<file path="src/wcd_pkg.sv">
// Shared constants and types for the wake-up card presence detector.
// Notes on behaviour
// RL1: Detection mode runs only while the request bit is the sole set control bit.
// RL2: Capacitive, phase and amplitude measurements are each selectable.
// RL3: An interval timer on the 32 kHz RC tick schedules each detection.
// RL4: Enabled measurements repeat each period; a departure from reference interrupts.
// RL5: Phase and amplitude measurements switch the reader field on for about 20 us.
// RL6: Timer configuration selects interval 10 to 800 ms and enabled methods; 100 ms default.
// RL7: Detection configuration and display registers span addresses 32h to 3Eh.
// RL8: Each method owns config, host reference, average display and result display.
// RL9: Interrupt only when reference difference exceeds the programmed threshold.
// RL10: Each method uses either the running average or the host reference.
// RL11: Method config holds threshold, reference source and averaging weight.
// RL12: Host programs configuration before entering the mode and leaves it alone.
// RL13: New average equals old minus (old minus measurement) divided by weight.
// RL14: The running average is kept with 10-bit precision.
// RL15: First average comes from nonzero host reference, else from first measurement.
// RL16: A config bit decides whether triggering measurements enter the average.
// RL17: Measurements are 8-bit converter results, widened to 10 bits for averaging.
// RL18: On expiry run methods in turn, update displays, compare, restart timer.
// RL19: The comparison uses the absolute difference, catching rises and falls.
package wcd_pkg;
  // ----------------------------------------------------------------------
  // Timing
  // ----------------------------------------------------------------------
  localparam int CLK_HZ = 40_000_000;
  localparam int RC_HZ = 32_000;
  localparam int FIELD_ON_NS = 20_000;
  localparam int FIELD_CYC = (FIELD_ON_NS * (CLK_HZ / 1_000_000)) / 1000;
  localparam int STEP_SHORT_MS = 10;
  localparam int STEP_LONG_MS = 100;
  localparam int TICKS_SHORT = RC_HZ * STEP_SHORT_MS / 1000;
  localparam int TICKS_LONG = RC_HZ * STEP_LONG_MS / 1000;
  localparam int TIMER_W = 15;
  localparam int FCNT_W = 10;
  // ----------------------------------------------------------------------
  // Register map
  // ----------------------------------------------------------------------
  localparam logic [7:0] REG_WAKE_TIMER = 8'h32; // RL7
  localparam logic [7:0] REG_METHOD_BASE = 8'h33;
  localparam logic [7:0] REG_METHOD_STRIDE = 8'h04;
  localparam logic [7:0] REG_LAST = 8'h3E; // RL7
  localparam logic [7:0] OPC_DETECT_ONLY = 8'h04;
  localparam int WTC_LONG_BIT = 7;
  localparam int WTC_CODE_LSB = 4;
  localparam logic [7:0] WTC_RESET = 8'h80;
  localparam int CFG_AUTO_BIT = 0;
  localparam int CFG_WEIGHT_LSB = 1;
  localparam int CFG_INCL_BIT = 3;
  localparam int CFG_THR_LSB = 4;
  localparam int NUM_METHODS = 3;
  localparam logic [1:0] M_AMP = 2'h0;
  localparam logic [1:0] M_PHASE = 2'h1;
  localparam logic [1:0] M_CAP = 2'h2;
  // ----------------------------------------------------------------------
  // Types
  // ----------------------------------------------------------------------
  typedef enum logic [2:0] {
    ST_IDLE = 3'h0,
    ST_WAIT = 3'h1,
    ST_PICK = 3'h2,
    ST_FIELD = 3'h3,
    ST_CONV = 3'h4,
    ST_INIT = 3'h5,
    ST_CMP = 3'h6,
    ST_AVG = 3'h7
  } wcd_state_t;
endpackage

</file>
<file path="src/wcd_interval_timer.sv">
// Interval timer counting RC oscillator ticks between detections.
`timescale 1ns/1ps
module wcd_interval_timer
  import wcd_pkg::*;
(
  input wire logic clk,
  input wire logic rst_n,
  input wire logic clkEn,
  input wire logic rcTick,
  input wire logic restart,
  input wire logic longStep,
  input wire logic [2:0] code,
  output logic expire
);
  logic [TIMER_W-1:0] count;
  logic [TIMER_W-1:0] next_count;
  logic next_expire;
  logic [TIMER_W-1:0] target;

  // Period is (code + 1) steps of 10 ms or 100 ms, giving 10 to 800 ms.
  assign target = TIMER_W'((code + 4'h1) * (longStep ? TICKS_LONG : TICKS_SHORT)); // RL6

  // Count ticks and pulse on the last one of the period.
  always_comb begin
    next_count = count;
    next_expire = 1'b0;
    if (restart) begin
      next_count = '0;
    end else if (rcTick) begin // RL3
      if (count == target - 15'h1) begin
        next_count = '0;
        next_expire = 1'b1;
      end else begin
        next_count = count + 15'h1;
      end
    end
  end

  // Registers.
  always_ff @(posedge clk) begin
    if (!rst_n) begin
      count <= '0;
      expire <= 1'b0;
    end else if (clkEn) begin
      count <= next_count;
      expire <= next_expire;
    end
  end

  chk_timer_restart: assert property (@(posedge clk) disable iff (!rst_n) // RL18
    (restart && clkEn) |=> (count == '0 && !expire))
    else $error("Timer did not clear on restart.");
  chk_timer_period: assert property (@(posedge clk) disable iff (!rst_n) // RL3
    (expire && $past(clkEn) && $past(rst_n)) |-> ($past(count) == target - 15'h1))
    else $error("Timer expired before the end of the period.");
endmodule

</file>
<file path="src/wcd_avg_unit.sv">
// Running-average update of a 10-bit reference from an 8-bit measurement.
`timescale 1ns/1ps
module wcd_avg_unit
  import wcd_pkg::*;
(
  input wire logic clk,
  input wire logic rst_n,
  input wire logic clkEn,
  input wire logic start,
  input wire logic [9:0] oldRef,
  input wire logic [7:0] meas,
  input wire logic [1:0] weightSel,
  output logic [9:0] newRef,
  output logic done
);
  logic [9:0] next_newRef;
  logic signed [10:0] diff;
  logic [9:0] mag;
  logic [9:0] quot;

  // The measurement is widened to the 10-bit scale of the average.
  assign diff = $signed({1'b0, oldRef}) - $signed({1'b0, meas, 2'h0}); // RL14
  assign mag = diff[10] ? 10'(-diff) : diff[9:0];
  // Weight is 2, 4, 8 or 16; the magnitude is shifted so rounding is toward zero.
  assign quot = mag >> (weightSel + 3'h1);

  // New reference moves from the old one toward the measurement.
  always_comb begin
    next_newRef = newRef;
    if (start) begin
      next_newRef = diff[10] ? oldRef + quot : oldRef - quot; // RL13
    end
  end

  // Registers.
  always_ff @(posedge clk) begin
    if (!rst_n) begin
      newRef <= '0;
      done <= 1'b0;
    end else if (clkEn) begin
      newRef <= next_newRef;
      done <= start;
    end
  end

  chk_avg_between: assert property (@(posedge clk) disable iff (!rst_n) // RL13
    (start && clkEn) |=> (($past(diff) >= 0) ?
      (newRef <= $past(oldRef) && newRef >= {$past(meas), 2'h0}) :
      (newRef >= $past(oldRef) && newRef <= {$past(meas), 2'h0})))
    else $error("Average left the range between reference and measurement.");
endmodule

</file>
<file path="src/wcd_detect_top.sv">
// Low-power card presence detection sequencer.
`timescale 1ns/1ps
module wcd_detect_top
  import wcd_pkg::*;
(
  input wire logic clk,
  input wire logic rst_n,
  input wire logic clkEn,
  input wire logic rcTick,
  input wire logic setDefault,
  input wire logic [7:0] opControl,
  input wire logic [7:0] wakeTimerCfg,
  input wire logic [7:0] ampCfg,
  input wire logic [7:0] phaseCfg,
  input wire logic [7:0] capCfg,
  input wire logic [7:0] ampHostRef,
  input wire logic [7:0] phaseHostRef,
  input wire logic [7:0] capHostRef,
  input wire logic adcValid,
  input wire logic [7:0] adcData,
  output logic fieldEnable,
  output logic measStart,
  output logic [1:0] measMethod,
  output logic detectActive,
  output logic wakeIrq,
  output logic [2:0] triggerFlags,
  output logic [7:0] ampAvgDisplay,
  output logic [7:0] phaseAvgDisplay,
  output logic [7:0] capAvgDisplay,
  output logic [7:0] ampResult,
  output logic [7:0] phaseResult,
  output logic [7:0] capResult
);
  // ----------------------------------------------------------------------
  // Declarations
  // ----------------------------------------------------------------------
  wcd_state_t state;
  wcd_state_t next_state;
  logic [2:0] pending;
  logic [2:0] next_pending;
  logic [FCNT_W-1:0] fieldCnt;
  logic [FCNT_W-1:0] next_fieldCnt;
  logic [7:0] meas;
  logic [7:0] next_meas;
  logic gotMeas;
  logic next_gotMeas;
  logic [1:0] next_measMethod;
  logic next_measStart;
  logic next_wakeIrq;
  logic [2:0] next_triggerFlags;
  logic modeRequest;
  logic timerRestart;
  logic timerExpire;
  logic [7:0] cfg [NUM_METHODS];
  logic [7:0] hostRef [NUM_METHODS];
  logic [9:0] avgRef [NUM_METHODS];
  logic [7:0] result [NUM_METHODS];
  logic [NUM_METHODS-1:0] initDone;
  logic [7:0] curCfg;
  logic [7:0] refUsed;
  logic [8:0] diff9;
  logic [7:0] absDiff;
  logic trigNow;
  logic avgStart;
  logic [9:0] avgNew;
  logic avgDone;
  logic [1:0] lowest;

  // ----------------------------------------------------------------------
  // Per-method configuration and display ports
  // ----------------------------------------------------------------------
  // Method index 0 is amplitude, 1 phase, 2 capacitive.
  assign cfg[M_AMP] = ampCfg; // RL8
  assign cfg[M_PHASE] = phaseCfg;
  assign cfg[M_CAP] = capCfg;
  assign hostRef[M_AMP] = ampHostRef;
  assign hostRef[M_PHASE] = phaseHostRef;
  assign hostRef[M_CAP] = capHostRef;
  // Average displays show the upper eight of the ten averaging bits.
  assign ampAvgDisplay = avgRef[M_AMP][9:2];
  assign phaseAvgDisplay = avgRef[M_PHASE][9:2];
  assign capAvgDisplay = avgRef[M_CAP][9:2];
  assign ampResult = result[M_AMP];
  assign phaseResult = result[M_PHASE];
  assign capResult = result[M_CAP];

  // ----------------------------------------------------------------------
  // Mode request and status decode
  // ----------------------------------------------------------------------
  // The mode is requested only when the request bit is the only bit set.
  assign modeRequest = (opControl == OPC_DETECT_ONLY); // RL1
  assign detectActive = (state != ST_IDLE);
  // The field is on only during the short window of a field measurement.
  assign fieldEnable = (state == ST_FIELD); // RL5

  // ----------------------------------------------------------------------
  // Reference selection and threshold compare
  // ----------------------------------------------------------------------
  assign curCfg = cfg[measMethod];
  // Either the running average or the host value is the reference.
  assign refUsed = curCfg[CFG_AUTO_BIT] ? avgRef[measMethod][9:2] : hostRef[measMethod]; // RL10
  assign diff9 = {1'b0, meas} - {1'b0, refUsed};
  assign absDiff = diff9[8] ? 8'(-diff9) : diff9[7:0]; // RL19
  // Trigger only when the difference is strictly above the threshold.
  assign trigNow = absDiff > {4'h0, curCfg[CFG_THR_LSB +: 4]}; // RL9 RL11
  // A triggering measurement enters the average only when its bit allows.
  assign avgStart = (state == ST_CMP) && curCfg[CFG_AUTO_BIT]
    && (!trigNow || curCfg[CFG_INCL_BIT]); // RL16
  // Lowest enabled method still to run in this period.
  assign lowest = pending[0] ? M_AMP : (pending[1] ? M_PHASE : M_CAP);
  assign timerRestart = (state == ST_IDLE) || (state == ST_PICK && pending == 3'h0);

  // ----------------------------------------------------------------------
  // Submodules
  // ----------------------------------------------------------------------
  wcd_interval_timer uTimer (
    .clk(clk),
    .rst_n(rst_n),
    .clkEn(clkEn),
    .rcTick(rcTick),
    .restart(timerRestart),
    .longStep(wakeTimerCfg[WTC_LONG_BIT]),
    .code(wakeTimerCfg[WTC_CODE_LSB +: 3]),
    .expire(timerExpire)
  );

  wcd_avg_unit uAvg (
    .clk(clk),
    .rst_n(rst_n),
    .clkEn(clkEn),
    .start(avgStart),
    .oldRef(avgRef[measMethod]),
    .meas(meas),
    .weightSel(curCfg[CFG_WEIGHT_LSB +: 2]),
    .newRef(avgNew),
    .done(avgDone)
  );

  // ----------------------------------------------------------------------
  // Sequencer
  // ----------------------------------------------------------------------
  // Runs each enabled method in turn after an expiry seen in ST_WAIT, then restarts.
  always_comb begin
    next_state = state;
    next_pending = pending;
    next_fieldCnt = fieldCnt;
    next_meas = meas;
    next_gotMeas = gotMeas;
    next_measMethod = measMethod;
    next_measStart = 1'b0;
    next_wakeIrq = 1'b0;
    next_triggerFlags = triggerFlags;
    case (state)
      ST_IDLE: begin
        if (modeRequest) begin // RL1
          next_state = ST_WAIT;
        end
      end
      ST_WAIT: begin
        if (timerExpire) begin // RL4
          next_pending = wakeTimerCfg[2:0]; // RL6
          next_triggerFlags = 3'h0;
          next_state = ST_PICK;
        end
      end
      ST_PICK: begin
        if (pending == 3'h0) begin
          // Period done: raise the interrupt if any method triggered.
          next_wakeIrq = |triggerFlags; // RL4
          next_state = ST_WAIT; // RL18
        end else begin
          next_measMethod = lowest;
          next_pending = pending & ~(3'h1 << lowest);
          next_measStart = 1'b1;
          next_gotMeas = 1'b0;
          next_fieldCnt = FCNT_W'(FIELD_CYC - 1);
          // Capacitive sensing needs no field; the others use a short one.
          next_state = (lowest == M_CAP) ? ST_CONV : ST_FIELD; // RL2
        end
      end
      ST_FIELD: begin
        if (adcValid) begin
          next_meas = adcData; // RL17
          next_gotMeas = 1'b1;
        end
        if (fieldCnt == '0) begin
          next_state = (gotMeas || adcValid) ? ST_INIT : ST_CONV;
        end else begin
          next_fieldCnt = fieldCnt - 10'h1; // RL5
        end
      end
      ST_CONV: begin
        if (adcValid) begin
          next_meas = adcData;
          next_state = ST_INIT;
        end
      end
      ST_INIT: begin
        next_state = ST_CMP;
      end
      ST_CMP: begin
        if (trigNow) begin
          next_triggerFlags = triggerFlags | (3'h1 << measMethod);
        end
        next_state = avgStart ? ST_AVG : ST_PICK;
      end
      ST_AVG: begin
        if (avgDone) begin
          next_state = ST_PICK;
        end
      end
      default: begin
        next_state = ST_IDLE;
      end
    endcase
    // Leaving the mode abandons any measurement, drops the field and starts nothing new.
    if (!modeRequest) begin
      next_state = ST_IDLE;
      next_measStart = 1'b0;
      next_wakeIrq = 1'b0;
    end
  end

  // Sequencer registers.
  always_ff @(posedge clk) begin
    if (!rst_n) begin
      state <= ST_IDLE;
      pending <= 3'h0;
      fieldCnt <= '0;
      meas <= 8'h00;
      gotMeas <= 1'b0;
      measMethod <= M_AMP;
      measStart <= 1'b0;
      wakeIrq <= 1'b0;
      triggerFlags <= 3'h0;
    end else if (clkEn) begin
      state <= next_state;
      pending <= next_pending;
      fieldCnt <= next_fieldCnt;
      meas <= next_meas;
      gotMeas <= next_gotMeas;
      measMethod <= next_measMethod;
      measStart <= next_measStart;
      wakeIrq <= next_wakeIrq;
      triggerFlags <= next_triggerFlags;
    end
  end

  // ----------------------------------------------------------------------
  // Per-method reference and result state
  // ----------------------------------------------------------------------
  for (genvar i = 0; i < NUM_METHODS; i++) begin : gMethod
    logic [9:0] next_avgRef;
    logic [7:0] next_result;
    logic next_initDone;
    logic sel;

    assign sel = (measMethod == 2'(i));

    // Seed the average once, then track it after each measurement that enters the average.
    always_comb begin
      next_avgRef = avgRef[i];
      next_result = result[i];
      next_initDone = initDone[i];
      // A seeding in the same cycle as the forget command wins over it.
      if (setDefault) begin
        next_initDone = 1'b0;
      end
      if (state == ST_INIT && sel) begin
        next_result = meas; // RL18
        if (!initDone[i]) begin
          next_avgRef = (hostRef[i] != 8'h00) ? {hostRef[i], 2'h0} : {meas, 2'h0}; // RL15
          next_initDone = 1'b1;
        end
      end
      if (state == ST_AVG && sel && avgDone) begin
        next_avgRef = avgNew; // RL13
      end
    end

    // Registers.
    always_ff @(posedge clk) begin
      if (!rst_n) begin
        avgRef[i] <= 10'h000;
        result[i] <= 8'h00;
        initDone[i] <= 1'b0;
      end else if (clkEn) begin
        avgRef[i] <= next_avgRef;
        result[i] <= next_result;
        initDone[i] <= next_initDone;
      end
    end
  end

  // ----------------------------------------------------------------------
  // Checks
  // ----------------------------------------------------------------------
  // Cycles of field on, counted only on enabled edges.
  logic [FCNT_W:0] fieldLen;
  always_ff @(posedge clk) begin
    if (!rst_n) begin
      fieldLen <= '0;
    end else if (clkEn) begin
      fieldLen <= fieldEnable ? fieldLen + 11'h1 : 11'h0;
    end
  end

  chk_mode_exit: assert property (@(posedge clk) disable iff (!rst_n) // RL1
    (clkEn && !modeRequest) |=> (state == ST_IDLE && !fieldEnable))
    else $error("Sequencer stayed active without a clean request.");
  chk_field_short: assert property (@(posedge clk) disable iff (!rst_n) // RL5
    fieldEnable |-> (fieldLen < 11'(FIELD_CYC)))
    else $error("Reader field stayed on too long.");
  chk_cap_nofield: assert property (@(posedge clk) disable iff (!rst_n) // RL2
    (measStart && measMethod == M_CAP) |-> !fieldEnable)
    else $error("Field was switched on for a capacitive measurement.");
  chk_only_enabled: assert property (@(posedge clk) disable iff (!rst_n) // RL6
    measStart |-> wakeTimerCfg[measMethod])
    else $error("A disabled method was measured.");
  chk_irq_cause: assert property (@(posedge clk) disable iff (!rst_n) // RL9
    wakeIrq |-> (triggerFlags != 3'h0 && state == ST_WAIT))
    else $error("Interrupt without a triggered method.");
  chk_trig_excluded: assert property (@(posedge clk) disable iff (!rst_n) // RL16
    (state == ST_CMP && trigNow && !curCfg[CFG_INCL_BIT]) |-> !avgStart)
    else $error("Triggering measurement entered the average.");
  chk_result_shown: assert property (@(posedge clk) disable iff (!rst_n) // RL18
    (clkEn && state == ST_INIT) |=> (result[measMethod] == $past(meas)))
    else $error("Result display not updated with the measurement.");
  chk_seed_host: assert property (@(posedge clk) disable iff (!rst_n) // RL15
    (clkEn && state == ST_INIT && !initDone[measMethod]
      && hostRef[measMethod] != 8'h00)
    |=> (avgRef[measMethod] == {$past(hostRef[measMethod]), 2'h0}))
    else $error("Average not seeded from the host reference.");
endmodule

</file>
<file path="config.mk">
export PLATFORM = sky130hd
export DESIGN_NAME = wcd_detect_top
export DESIGN_NICKNAME = d
export VERILOG_FILES = /design/src/wcd_pkg.sv /design/src/wcd_interval_timer.sv /design/src/wcd_avg_unit.sv /design/src/wcd_detect_top.sv
export SDC_FILE = /design/constraint.sdc
export NUM_CORES = 1
export LEC_CHECK = 0
export BUFFER_PORTS_ARGS = -buffer_cell sky130_fd_sc_hd__buf_2
export CELL_PAD_IN_SITES_DETAIL_PLACEMENT = 0
export CELL_PAD_IN_SITES_GLOBAL_PLACEMENT = 1
export CORE_UTILIZATION = 45
export DETAILED_ROUTE_END_ITERATION = 10
export PLACE_DENSITY_LB_ADDON = 0.05
export RECOVER_POWER = 50
export SLEW_MARGIN = 20
export SYNTH_ARGS = -nofsm -noshare
export SYNTH_HDL_FRONTEND = slang
export SYNTH_SLANG_ARGS = --single-unit
export TNS_END_PERCENT = 20
</file>
<file path="constraint.sdc">
create_clock -name clk -period 9.8 [get_ports clk]
set_clock_uncertainty 0.05 [all_clocks]
set_input_delay 2.94 -clock clk [delete_from_list [all_inputs] [get_ports clk]]
set_output_delay 2.94 -clock clk [all_outputs]
set_load 0.01 [all_outputs]
</file>
* Word level (Yosys, flattened, before mapping)
Memories as Yosys holds them, arrays and structs flattened. A register that Yosys moved wholly into a read port is not among the register bits. Index checks and enable logic that the tools add are counted.
Storage, ports and cells: output and inout port bits 57, flip-flop bits (word level) 62, memories kept 2, bits of input ports 78, memory bits (writable) 54
Cells by class: add/subtract/negate cells 11, mux-type cells 83, reduce and logical (&&, ||, !) cells 45, $lt $le $gt $ge 2, multiply operators 1, bitwise gates (word level) 11, shift-type cells 3, equality and inequality tests 30
Memories:
- avgRef | words 3, bits a word 10, rd ports 4, clocked after Yosys merged registers in 1, write ports 3, line wcd_detect_top.sv:56 | logic [9:0] avgRef [NUM_METHODS];
- result | words 3, bits a word 8, rd ports 3, clocked after Yosys merged registers in 0, write ports 3, line wcd_detect_top.sv:57 | logic [7:0] result [NUM_METHODS];
Operators with widths (count):
- $mux 10 | 19
- $mux 8 | 12
- $mux 15 | 3
- $mux 3 | 12
- $bmux 8 s2 | 2
- $mul 32x32->15 | 1
- $mux 1 | 25
- $pmux 3 s8 | 1
- $reduce_bool 8->1 | 3
- $pmux 10 s2 | 1
- $reduce_and 4->1 | 4
- $add 15x1->15 const B | 1
- $eq 15x15->1 | 1
- $reduce_and 3->1 | 5
- $sub 15x1->15 const B | 1
- $ne 2x2->1 const B | 7
- $eq 3x3->1 const B | 4
- $logic_and 1x1->1 | 12
- $mux 12 | 1
- $ne 3x3->1 const B | 4
- $pmux 3 s2 | 2
- $sub 10x10->11 | 1
- $add 10x10->10 | 1
- $logic_not 10->1 | 1
- 37 further kinds | 62

* Depth between registers and ports, before layout
Gate-level depths: netlist of run 1.
word-level depth 15, gate-level depth with buffers 29, depth with buffers taken out 28

* Hierarchy
From an unflattened synthesis of run 1, not the netlist that was laid out.
Second synthesis, totals: cells, all modules 1043, area total of the unflattened synthesis 8943.6 µm²
By module, submodules not included:
- wcd_detect_top | area each 5340.1 µm², instances 1, sequential area each 2362.3 µm², cells each 587
- wcd_avg_unit | area each 2082.0 µm², instances 1, sequential area each 220.2 µm², cells each 274
- wcd_interval_timer | area each 1521.5 µm², instances 1, sequential area each 320.3 µm², cells each 182

* Least setup slack after synthesis of run 1
OpenSTA, ideal clock, no wires.
path type input to register, from input capCfg[0], to register uAvg.newRef[4], buffers on the path 2, setup slack 2.221 ns, arrival 7.402 ns, cell stages on the path 21, cells stage by stage mux2i_1 > o21ai_1 > clkbuf_1 > a21oi_1 > fa_1 > a21o_4 > and4_4 > a2111oi_4 > o21ai_2 > mux2_2 > ha_1 > nor2b_1 > o21a_1 > o21ai_0 > nand2b_1 > a222oi_1 > a221oi_2 > nor3_4 > buf_6 > mux2i_1 > nor2_1
On the way: longest elaborated chain between the ends 12
Ends and longest elaborated chain:
- from (decl) | line wcd_detect_top.sv:15 | input wire logic [7:0] capCfg,
- $bmux 8 s2 (*) | line wcd_detect_top.sv:99 | assign curCfg = cfg[measMethod];
- $mux 8 (implied by the code) (*) (2 in series) | line wcd_detect_top.sv:99
- $mux 8 | line wcd_detect_top.sv:101 | assign refUsed = curCfg[CFG_AUTO_BIT] ? avgRef[measMethod][9:2] : hostRef[measMethod];
- $sub 8x8->9 | line wcd_detect_top.sv:102 | assign diff9 = {1'b0, meas} - {1'b0, refUsed};
- $neg 8->8 | line wcd_detect_top.sv:103 | assign absDiff = diff9[8] ? 8'(-diff9) : diff9[7:0];
- $mux 8 | line wcd_detect_top.sv:103
- $gt 8x4->1 | line wcd_detect_top.sv:105 | assign trigNow = absDiff > {4'h0, curCfg[CFG_THR_LSB +: 4]};
- $logic_not 1->1 | line wcd_detect_top.sv:108 | && (!trigNow || curCfg[CFG_INCL_BIT]);
- $logic_or 1x1->1 | line wcd_detect_top.sv:108
- $logic_and 1x1->1 (*) | line wcd_detect_top.sv:108
- $reduce_and 2->1 (no source line) (*)
- to (signal assigned) | line wcd_avg_unit.sv:41 | newRef <= next_newRef;
- to (decl) | line wcd_avg_unit.sv:13 | output logic [9:0] newRef,
Every way passes the cells marked *; elsewhere a longest branch is shown, timed or not. The select of a mux whose other input is x is not followed. A chain may end at the register's enable or synchronous reset.

* Final worst setup path of run 1
from input capCfg[0], to register uAvg.newRef[8]
Same word-level chain as after synthesis.

==> results of run 1 <==
cells in the mapped netlist, drive strengths merged (7+ instances only):
| master | instances | area (sq um) |
|---|---|---|
| nand3b | 12 | 90.1 |
| o21ai | 81 | 409 |
| buf | 31 | 218 |
| clkbuf | 35 | 131 |
| and3 | 19 | 119 |
| inv | 45 | 169 |
| edfxtp | 54 | 1620 |
| a211oi | 11 | 87.6 |
| a21o | 8 | 67.6 |
| ha | 47 | 588 |
| mux2 | 7 | 78.8 |
| nor3 | 23 | 126 |
| nand3 | 27 | 135 |
| and2 | 13 | 81.3 |
| fa | 10 | 200 |
| nor2b | 13 | 81.3 |
| a21oi | 109 | 549 |
| a31oi | 10 | 62.6 |
| xnor2 | 35 | 307 |
| nand2 | 72 | 270 |
| or4 | 10 | 75.1 |
| nor4 | 8 | 50.1 |
| nand4 | 7 | 43.8 |
| o31ai | 8 | 60.1 |
| o21a | 10 | 75.1 |
| nor2 | 119 | 449 |
| nand2b | 18 | 113 |
| xor2 | 23 | 201 |
| dfxtp | 64 | 1280 |
| mux2i | 38 | 380 |
layout make-up:
type                    instances  area share, %
clock buffers                  17           4.16
clock inverters                15           2.13
inverters                      46           1.69
multi-input cells             825           53.4
flip-flops and latches        118           28.4
well taps                     265           3.24
repair buffers                151           7.05
worst min path at each step:
| stage | endpoint | slack (ps) | cells past startpoint |
|---|---|---|---|
| 6_report | triggerFlags[0]$_SDFFE_PN0P_ | 410 | 2 |
| 3_5_place_dp | triggerFlags[0]$_SDFFE_PN0P_ | 400 | 2 |
| 3_3_place_gp | triggerFlags[0]$_SDFFE_PN0P_ | 400 | 2 |
| 2_1_floorplan | gotMeas$_SDFFE_PN0P_ | 380 | 2 |
| 4_1_cts | triggerFlags[0]$_SDFFE_PN0P_ | 410 | 2 |
| 5_1_grt | triggerFlags[0]$_SDFFE_PN0P_ | 440 | 2 |
logic make-up after synthesis:
group / Yosys count / synth area share (%)
compound gates: 295 / 20.7
flops: 118 / 32.7
simple gates: 370 / 21.0
buf+inv: 112 / 5.88
mux: 45 / 5.17
xor+xnor: 58 / 5.72
fa+ha+maj: 57 / 8.88
per-layer routing:
layer  track usage [%]  vias up  part of all wire (%)
met5                 0        -                 0.051
met4              8.15        2                   1.6
li1                  -     4011                     -
met1              33.2     3725                    45
met3              4.31       33                   5.0
met2              43.5      244                    48
per-stage QoR:
| stage | setup slack (ps) | instances | cell area [sq um] | hold slack [ps] |
|---|---|---|---|---|
| finish | 1760 | 1437 | 10200 | 411 |
| CTS | 1840 | 1437 | 10300 | 409 |
| floorplan | 2220 | 1055 | 8880 | 383 |
| global route | 1390 | 1437 | 10200 | 444 |
| global placement | 1470 | 1405 | 9670 | 401 |
| detailed placement | 1390 | 1405 | 9670 | 399 |
where the power goes:
group | leakage [nW] | internal, W | total [W] | switching (W)
Sequential | 1.07 | 0.000525 | 0.000529 | 0.00000424
Combinational | 2.62 | 0.000150 | 0.000356 | 0.000205
Clock | 0.317 | 0.000433 | 0.000689 | 0.000256
sequential cells by signal, indices dropped and copies added (netlist names), named ones only:
register	cells
fieldCnt	10
uAvg.newRef	10
uAvg.done	1
uTimer.count	15
avgRef	30
triggerFlags	3
gotMeas	1
pending	3
uTimer.expire	1
meas	8
initDone	3
measMethod	2
measStart	1
result	24
state	3
wakeIrq	1
worst reg2reg max path, delay by kind of cell, from the launching register on:
family | cells | cell delay (ps)
compound gates | 13 | 3750
fa+ha+maj | 4 | 1300
flops | 1 | 770
mux | 2 | 580
xor+xnor | 2 | 300
simple gates | 3 | 240
buf+inv | 1 | 60
==> run_results.csv, run 1 <==
group,metric,value,unit
critical_path,cp_slowest_cell,"nor3_4",
critical_path,endpoint,"uAvg.newRef[8]$_SDFFE_PN0P_",
timing,period_needed,8040,ps
logic_synthesis,synth_edf_count,54,
logic_synthesis,ys_types,83,
final_layout,multiInputGateArea,5460,sq um
clock_tree,post_cts_resized,0,
critical_path,reg2regPathDepth,25,
critical_path,crit_start,"capCfg[0]",
timing,drv_slew,44,
drt,drt-initial-drc-count,549,
drt,post_drt_wl_per_cell,17.6,microns
grt,grt_pass1_wl,39800,microns
timing,finalHoldViolCount,0,
drt,drc,0,
critical_path,required,9960,ps
critical_path,path_depth,24,
floorplanning,start_util,45.8,%
critical_path,crit_path_max_incr_delay,720,ps
critical_path,crit_path_cell_trace,"buf_2 > mux2i_1 > o21ai_1 > buf_4 > a211oi_1 > a21oi_1 > ha_1 > inv_1 > fa_1 > a21o_4 > and4_4 > a2111oi_4 > o21ai_2 > mux2_2 > ha_1 > nor2b_1 > o21a_1 > o21ai_0 > nand2b_1 > a222oi_1 > a221oi_2 > nor3_4 > mux2i_1 > nor2_1",
outcome,violations,"capacitance limit, slew limit",
critical_path,r2r_setup_slack,2580,ps
grt,grt_usage,25.7,%
logic_synthesis,syn_inst,1055,
power,total_power,0.00157,W
grt,grt_pass1_vias,7504,
grt,grt.overflow.total,0,
drt,num_vias,8015,
power,power.leakage,4.01,nW
grt,antenna_found_initial,1,
timing,maxSlewHeadroom,-46.0,%
logic_synthesis,ys.warnings.count,0,
clock_tree,cts_buffers,17,
final_layout,layout.cells.most_common_list,"nor2_1 (118), a21oi_1 (108), buf_2 (78)",
final_layout,drive_gt1_share,13.2,%
logic_synthesis,syn_nets,1190,
timing,fin_setup_tns,0,ps
critical_path,crit_fanout,17,
floorplanning,die_y,142,microns
final_layout,final_common_cell,"nor2_1",
logic_synthesis,ys_ff_latch,118,
clock_tree,ctsLongestPathBuffers,2,
placed_design,portBuffers,133,
final_layout,fill_cells,1956,
grt,grt_max_degree,44,
logic_synthesis,syn_avg_cell_area,8.41,sq um
logic_synthesis,synthArstFlopShare,0,%
clock_tree,clk_pin_slew_worst_paths,60,ps
clock_tree,cts_hold_buffers,0,
drt,drtAntennaViolNets,0,
drt,routed_wl,25400,microns
critical_path,crit_type,"primary input to register",
placed_design,place_congestion,0.941,
clock_tree,cts_setup_buffers,0,
timing,grt_setup_unrepaired,"no",
timing,min_period_over_period,82.0,%
final_layout,utilization,52.7,%
drt,vias_per_cell,5.58,
final_layout,n_antenna_cell,0,
clock_tree,htreeDepth,4,
clock_tree,cts-root-buf,"clkbuf_16",
critical_path,cp.arrival,8200,ps
critical_path,end_kind,"register",
power,irDropWorstVdd,131,uV
final_layout,syn2layout_area_growth,15.3,%
critical_path,timing.rr.end,"uAvg.newRef[9]$_SDFFE_PN0P_",
floorplanning,core-area,19400,sq um
outcome,status,"finished, violations left",
clock_tree,clock_latency,420,ps
timing,tightest_slew,2190,ps
clock_tree,cts_tree,"done",
floorplanning,dieArea,20300,sq um
placed_design,hpwl,19200,microns
critical_path,path_buf_inv,3,
critical_path,critical-path-top-delay-family,"compound AO/OA/AOI/OAI gates",
worst_hold_path,min_path_type,"register to register",
critical_path,start_kind,"primary input",
floorplanning,rows,51,
timing,fmax,124,MHz
drt,first_pass_iters,6,
clock_tree,numClockSinks,118,
logic_synthesis,yosys_most_used_dff,"dfxtp_1",
floorplanning,ios,135,
worst_hold_path,min_from,"triggerFlags[0]$_SDFFE_PN0P_",
final_layout,seq_area,2900,sq um
logic_synthesis,syn_area,8880,sq um
job,maxCapViolCount,1,
floorplanning,dieWidth,142,microns
power,power.density,154,nW/um^2
final_layout,layout.nets,1294,
logic_synthesis,synth_seq_area_share,32.7,%
timing,setup_viol,0,
(Power assumes the default switching activity.)
==> run 2, diff against run 1 <==
--- a/config.mk
+++ b/config.mk
@@ -8,7 +8,7 @@
 export BUFFER_PORTS_ARGS = -buffer_cell sky130_fd_sc_hd__buf_2
 export CELL_PAD_IN_SITES_DETAIL_PLACEMENT = 0
 export CELL_PAD_IN_SITES_GLOBAL_PLACEMENT = 1
-export CORE_UTILIZATION = 45
+export CORE_UTILIZATION = 39
 export DETAILED_ROUTE_END_ITERATION = 10
 export PLACE_DENSITY_LB_ADDON = 0.05
 export RECOVER_POWER = 50
==> constraint.sdc (replaced) <==
create_clock -name clk -period 6.5 [get_ports clk]
set_clock_uncertainty 0.05 [all_clocks]
set_input_delay 1.95 -clock clk [delete_from_list [all_inputs] [get_ports clk]]
set_output_delay 1.95 -clock clk [all_outputs]
set_load 0.01 [all_outputs]
==> run 2 against run 1 <==
Effect of this change:
- the run now ends clean
- final area up 2.8%
- sequential share of layout area down 0.77 points
- global-route usage down 2.4 points
- worst setup slack worse by 1400 ps
- utilization down 5.1 points
- first-iteration DRC count down 2.6%
- total power up 48%
- critical path depth up 1
- via count up 1.7%
- largest cell class unchanged
==> run_results.csv, run 2 (synthesized netlist as in run 1, its figures left out) <==
group,metric,value,unit
grt,grt_pass1_wl,42100,microns
power,power.density,222,nW/um^2
job,maxCapViolCount,0,
timing,maxSlewHeadroom,1.44,%
timing,min_period_over_period,94.1,%
floorplanning,dieWidth,153,microns
placed_design,place_congestion,0.892,
drt,drc,0,
drt,met3_length,1180,microns
drt,met2WireLength,12800,microns
final_layout,final_common_cell,"nor2_1",
grt,antenna_found_initial,0,
clock_tree,cts-root-buf,"clkbuf_16",
final_layout,layout.cells.most_common_list,"nor2_1 (118), a21oi_1 (108), buf_2 (78)",
drt,first_pass_iters,5,
final_layout,reg.largest.list,"avgRef x30, result x24, uTimer.count x15",
drt,vias_per_cell,5.49,
clock_tree,cts_setup_buffers,0,
power,total_power,0.00233,W
worst_hold_path,min_path_type,"register to register",
placed_design,portBuffers,133,
clock_tree,cts_buffers,17,
drt,wirelength_met1,12500,microns
drt,num_vias,8153,
drt,top_layer_used,"met4",
timing,tightest_slew,1480,ps
final_layout,syn2layout_area_growth,18.5,%
critical_path,crit_path_max_incr_delay,400,ps
clock_tree,htreeDepth,4,
critical_path,required,6750,ps
clock_tree,ctsLongestPathBuffers,2,
floorplanning,ios,135,
final_layout,n_antenna_cell,0,
floorplanning,dieArea,23400,sq um
drt,post_drt_wl_per_cell,18.1,microns
timing,finalHoldViolCount,0,
power,p_sw_share,29.6,%
placed_design,placed_area,9970,sq um
final_layout,drive_gt1_share,16.0,%
final_layout,fill_cells,2282,
power,irDropWorstVdd,199,uV
clock_tree,clock_latency,430,ps
final_layout,largest_register,"avgRef",
grt,grt_usage,23.2,%
drt,routed_wl,26900,microns
power,p_seq_share,34.2,%
placed_design,hpwl,20900,microns
timing,fmax,164,MHz
critical_path,cp.arrival,6360,ps
floorplanning,rows,54,
critical_path,end_kind,"register",
final_layout,largest_reg_flops,30,
power,combPwrFrac,24.0,%
final_layout,fin_area,10500,sq um
critical_path,crit_type,"primary input to register",
critical_path,cp_slowest_cell,"fa_1",
timing,period_needed,6110,ps
critical_path,start_kind,"primary input",
floorplanning,start_util,40.2,%
clock_tree,cts_tree,"done",
clock_tree,numClockSinks,118,
timing,grt_setup_unrepaired,"no",
timing,drv_slew,0,
timing,setup_viol,0,
final_layout,layout.nets,1328,
timing,fin_setup_tns,0,ps
floorplanning,core-area,22100,sq um
drt,drt-initial-drc-count,535,
grt,grt_max_degree,45,
power,p_int,0.00164,W
grt,grt_pass1_vias,7769,
power,clockPowerShare,41.8,%
power,power.leakage,4.16,nW
clock_tree,clk_pin_slew_worst_paths,60,ps
grt,grt.overflow.total,0,
floorplanning,die_y,153,microns
critical_path,crit_fanout,13,
power,power_switching,0.000690,W
drt,drtAntennaViolNets,0,
outcome,status,"completed",
run 2: changes by cell type in the layout (fill, tap and decap cells not counted), sizes merged:
| cell | before | now |
|---|---|---|
| clkinvlp | 0 | 2 |
| buf | 93 | 128 |
| bufinv | 4 | 3 |
| inv | 51 | 48 |
| clkbuf | 75 | 76 |
run 2: worst paths after layout:
check / start / cells past startpoint / endpoint / slack (ps)
hold / removal: gotMeas$_SDFFE_PN0P_ / 2 / gotMeas$_SDFFE_PN0P_ / 420
hold reg to reg: gotMeas$_SDFFE_PN0P_ / 2 / gotMeas$_SDFFE_PN0P_ / 420
setup / recovery: ampCfg[0] / 25 / uAvg.newRef[0]$_SDFFE_PN0P_ / 390
setup reg to reg: register / 26 / uAvg.newRef[9]$_SDFFE_PN0P_ / 640
run 2: per-layer routing:
layer,vias up,global-route usage [%]
li1,4086,-
met5,-,0
met3,24,4.05
met4,0,6.69
met1,3841,31.1
met2,202,38.3
run 2: per-stage QoR:
step,cells,hold slack [ps],setup slack [ps],util [%]
after floorplan,1055,383,47.2,-
after global placement,1454,400,-66.6,45.1
after detailed placement,1454,408,-71.6,45.1
after CTS,1486,421,357,47.9
after global routing,1486,456,89.9,47.6
final,1486,416,386,47.6
run 2: cell type report:
class / count / area [sq um] / share of cell area [%]
timing repair buffer: 185 / 992 / 9.43
clock inverter: 13 / 171 / 1.63
clock buffer: 19 / 433 / 4.12
tap: 280 / 350 / 3.33
multi-input combinational: 825 / 5490 / 52.2
inverter: 46 / 173 / 1.64
sequential: 118 / 2900 / 27.6
run 2: what timing repair did:
| action | 4_1_cts | 5_1_grt |
|---|---|---|
| endpoints found under the setup margin | 0 | 1 |
| resized for setup | 0 | 3 |
| hold buffers | 0 | 0 |
run 2: power by group through the flow:
stage	combinational, W	sequential (W)	clock (W)
floorplan	0.000401	0.000815	0
detailed placement	0.000563	0.000813	0
global placement	0.000562	0.000813	0
global route	0.000625	0.000800	0.00102
finish	0.000559	0.000798	0.000975
CTS	0.000566	0.000798	0.000991
run 2: worst max-delay path, delay by kind of cell:
family / cells / cell delay (ps)
mux: 3 / 560
compound gates: 10 / 1850
simple gates: 5 / 650
buf+inv: 4 / 500
fa+ha+maj: 3 / 880
==> run 3, diff against run 2 <==
==> constraint.sdc (replaced) <==
create_clock -name clk -period 6.5 [get_ports clk]
set_clock_uncertainty 0.05 [all_clocks]
set_input_delay 0.65 -clock clk [delete_from_list [all_inputs] [get_ports clk]]
set_output_delay 0.65 -clock clk [all_outputs]
set_load 0.01 [all_outputs]
==> run 3 against run 2 <==
Effect of this change:
- the run now ends with capacitance limit, slew limit left
- flip-flop and latch count unchanged
- first-iteration DRC count increased by 8.8%
- critical endpoint is now uAvg.newRef[9]$_SDFFE_PN0P_
- utilization decreased by 1.3 points
- routed wire length decreased by 2.2%
- worst hold slack got worse by 6.6 ps
- via count decreased by 0.69%
- total power decreased by 6.3%
==> run_results.csv, run 3 (synthesized netlist as in run 1, its figures left out) <==
group,metric,value,unit
critical_path,cp_common_cell,"a21oi_1",
placed_design,portBuffers,133,
critical_path,required,6740,ps
floorplanning,die_y,153,microns
critical_path,end_kind,"register",
drt,drt-initial-drc-count,582,
clock_tree,cts_tree,"done",
critical_path,crit_type,"register to register",
power,power.density,214,nW/um^2
final_layout,layout.cells.most_common_list,"nor2_1 (118), a21oi_1 (108), buf_2 (79)",
grt,grt_pass1_vias,7618,
floorplanning,rows,54,
grt,grt.overflow.total,0,
clock_tree,numClockSinks,118,
worst_hold_path,min_path_type,"register to register",
timing,drv_slew,44,
critical_path,cp.arrival,6110,ps
timing,period_needed,5870,ps
timing,fmax,170,MHz
floorplanning,ios,135,
placed_design,hpwl,20400,microns
grt,grt_pass1_wl,41900,microns
clock_tree,ctsLongestPathBuffers,2,
job,maxCapViolCount,1,
critical_path,crit_fanout,8,
timing,maxSlewHeadroom,-45.2,%
final_layout,final_common_cell,"nor2_1",
timing,setup_viol,0,
drt,post_drt_wl_per_cell,17.9,microns
drt,first_pass_iters,5,
timing,grt_setup_unrepaired,"no",
timing,tightest_slew,2180,ps
grt,antenna_found_initial,0,
clock_tree,htreeDepth,4,
grt,grt_max_degree,44,
clock_tree,clk_pin_slew_worst_paths,60,ps
final_layout,largest_register,"avgRef",
outcome,violations,"capacitance limit, slew limit",
final_layout,reg.largest.list,"avgRef x30, result x24, uTimer.count x15",
drt,routed_wl,26300,microns
drt,drtAntennaViolNets,0,
clock_tree,clock_latency,420,ps
critical_path,path_buf_inv,2,
critical_path,cp_slowest_cell,"xor2_1",
critical_path,critical-path-top-delay-family,"compound AO/OA/AOI/OAI gates",
floorplanning,dieArea,23400,sq um
clock_tree,cts_hold_buffers,0,
timing,min_period_over_period,90.3,%
placed_design,place_congestion,0.863,
timing,hold_ws,410,ps
timing,fin_setup_tns,0,ps
clock_tree,cts_buffers,17,
critical_path,crit_path_max_incr_delay,570,ps
drt,drc,0,
grt,grt_usage,22.9,%
critical_path,start_kind,"register",
final_layout,drive_gt1_share,13.8,%
drt,num_vias,8097,
final_layout,n_antenna_cell,0,
clock_tree,cts-root-buf,"clkbuf_16",
final_layout,largest_reg_flops,30,
final_layout,syn2layout_area_growth,15.2,%
power,irDropWorstVdd,158,uV
outcome,status,"finished, violations left",
timing,finalHoldViolCount,0,
worst_hold_path,min_from,"triggerFlags[0]$_SDFFE_PN0P_",
floorplanning,start_util,40.2,%
power,power.leakage,3.99,nW
drt,vias_per_cell,5.53,
floorplanning,core-area,22100,sq um
final_layout,layout.nets,1307,
floorplanning,dieWidth,153,microns
## run 3: cell count changes in the layout (fill, tap and decap cells not counted), sizes merged
cell / previous run / this run
inv: 48 / 49
clkinvlp: 2 / 5
clkinv: 6 / 7
bufinv: 3 / 0
buf: 128 / 105
## run 3: area by class of cell
| class | count | area (sq um) |
|---|---|---|
| Clock inverter | 15 | 105 |
| Tap cell | 280 | 350 |
| Multi-Input combinational cell | 825 | 5460 |
| Inverter | 46 | 173 |
| Clock buffer | 17 | 425 |
| Fill cell | 2282 | 11900 |
| Timing Repair Buffer | 164 | 812 |
| Sequential cell | 118 | 2900 |
## run 3: path summary, 6_finish.rpt
| check | end | slack (ps) | depth (start not counted) |
|---|---|---|---|
| max | uAvg.newRef[9]$_SDFFE_PN0P_ | 630 | 25 |
| min | triggerFlags[0]$_SDFFE_PN0P_ | 410 | 2 |
| max reg2reg | uAvg.newRef[9]$_SDFFE_PN0P_ | 630 | 25 |
| min reg2reg | triggerFlags[0]$_SDFFE_PN0P_ | 410 | 2 |
## run 3: worst register-to-register path, stage by stage (launching register included)
cell and delay [ps]:
dfxtp_1 410, mux2i_1 210, nor2_1 60, a21oi_1 220, ha_1 240, inv_1 60, fa_1 400, xor2_1 570
nor4_1 120, mux2i_1 420, nand4_1 140, o311ai_0 110, a311oi_1 90, buf_4 210, a21oi_1 310, nand3_1 110
mux2_2 270, o221ai_1 250, ha_1 320, a21oi_1 240, o21ai_0 190, a21o_1 200, a21oi_1 160, xnor2_1 150
xnor2_1 140, a21oi_1 80
## run 3: through the flow
step	cell area, sq um	utilization [%]	std cells	total power [W]	setup WS (ps)
after floorplan	8880	-	1055	0.00122	773
after global placement	9790	44.3	1433	0.00136	554
after detailed placement	9790	44.3	1433	0.00136	527
after CTS	10300	46.7	1465	0.00221	478
after global routing	10200	46.3	1465	0.00230	56.5
final	10200	46.3	1465	0.00219	631
## run 3: layer usage
| metal | vias to the layer above | wire, microns | GRT usage, % |
|---|---|---|---|
| li1 | 4045 | - | - |
| met3 | 27 | 1350 | 3.77 |
| met5 | - | 0 | 0 |
| met2 | 253 | 12200 | 36.7 |
| met1 | 3772 | 12300 | 31.5 |
| met4 | 0 | 420 | 6.64 |
## run 3: timing repair
| item | in CTS | in global routing |
|---|---|---|
| endpoints found under the hold margin | 0 | 0 |
| setup buffers | 0 | 0 |
| endpoints found under the setup margin | 0 | 1 |
| resized for setup | 0 | 2 |
## run 3: power by group
| part | internal [W] | leakage (nW) | switching [W] | total, W |
|---|---|---|---|---|
| Combinational | 0.000231 | 2.68 | 0.000307 | 0.000538 |
| Clock | 0.000486 | 0.243 | 0.000364 | 0.000850 |
| Sequential | 0.000792 | 1.07 | 0.00000641 | 0.000798 |
| Total | 0.00151 | 3.99 | 0.000677 | 0.00219 |
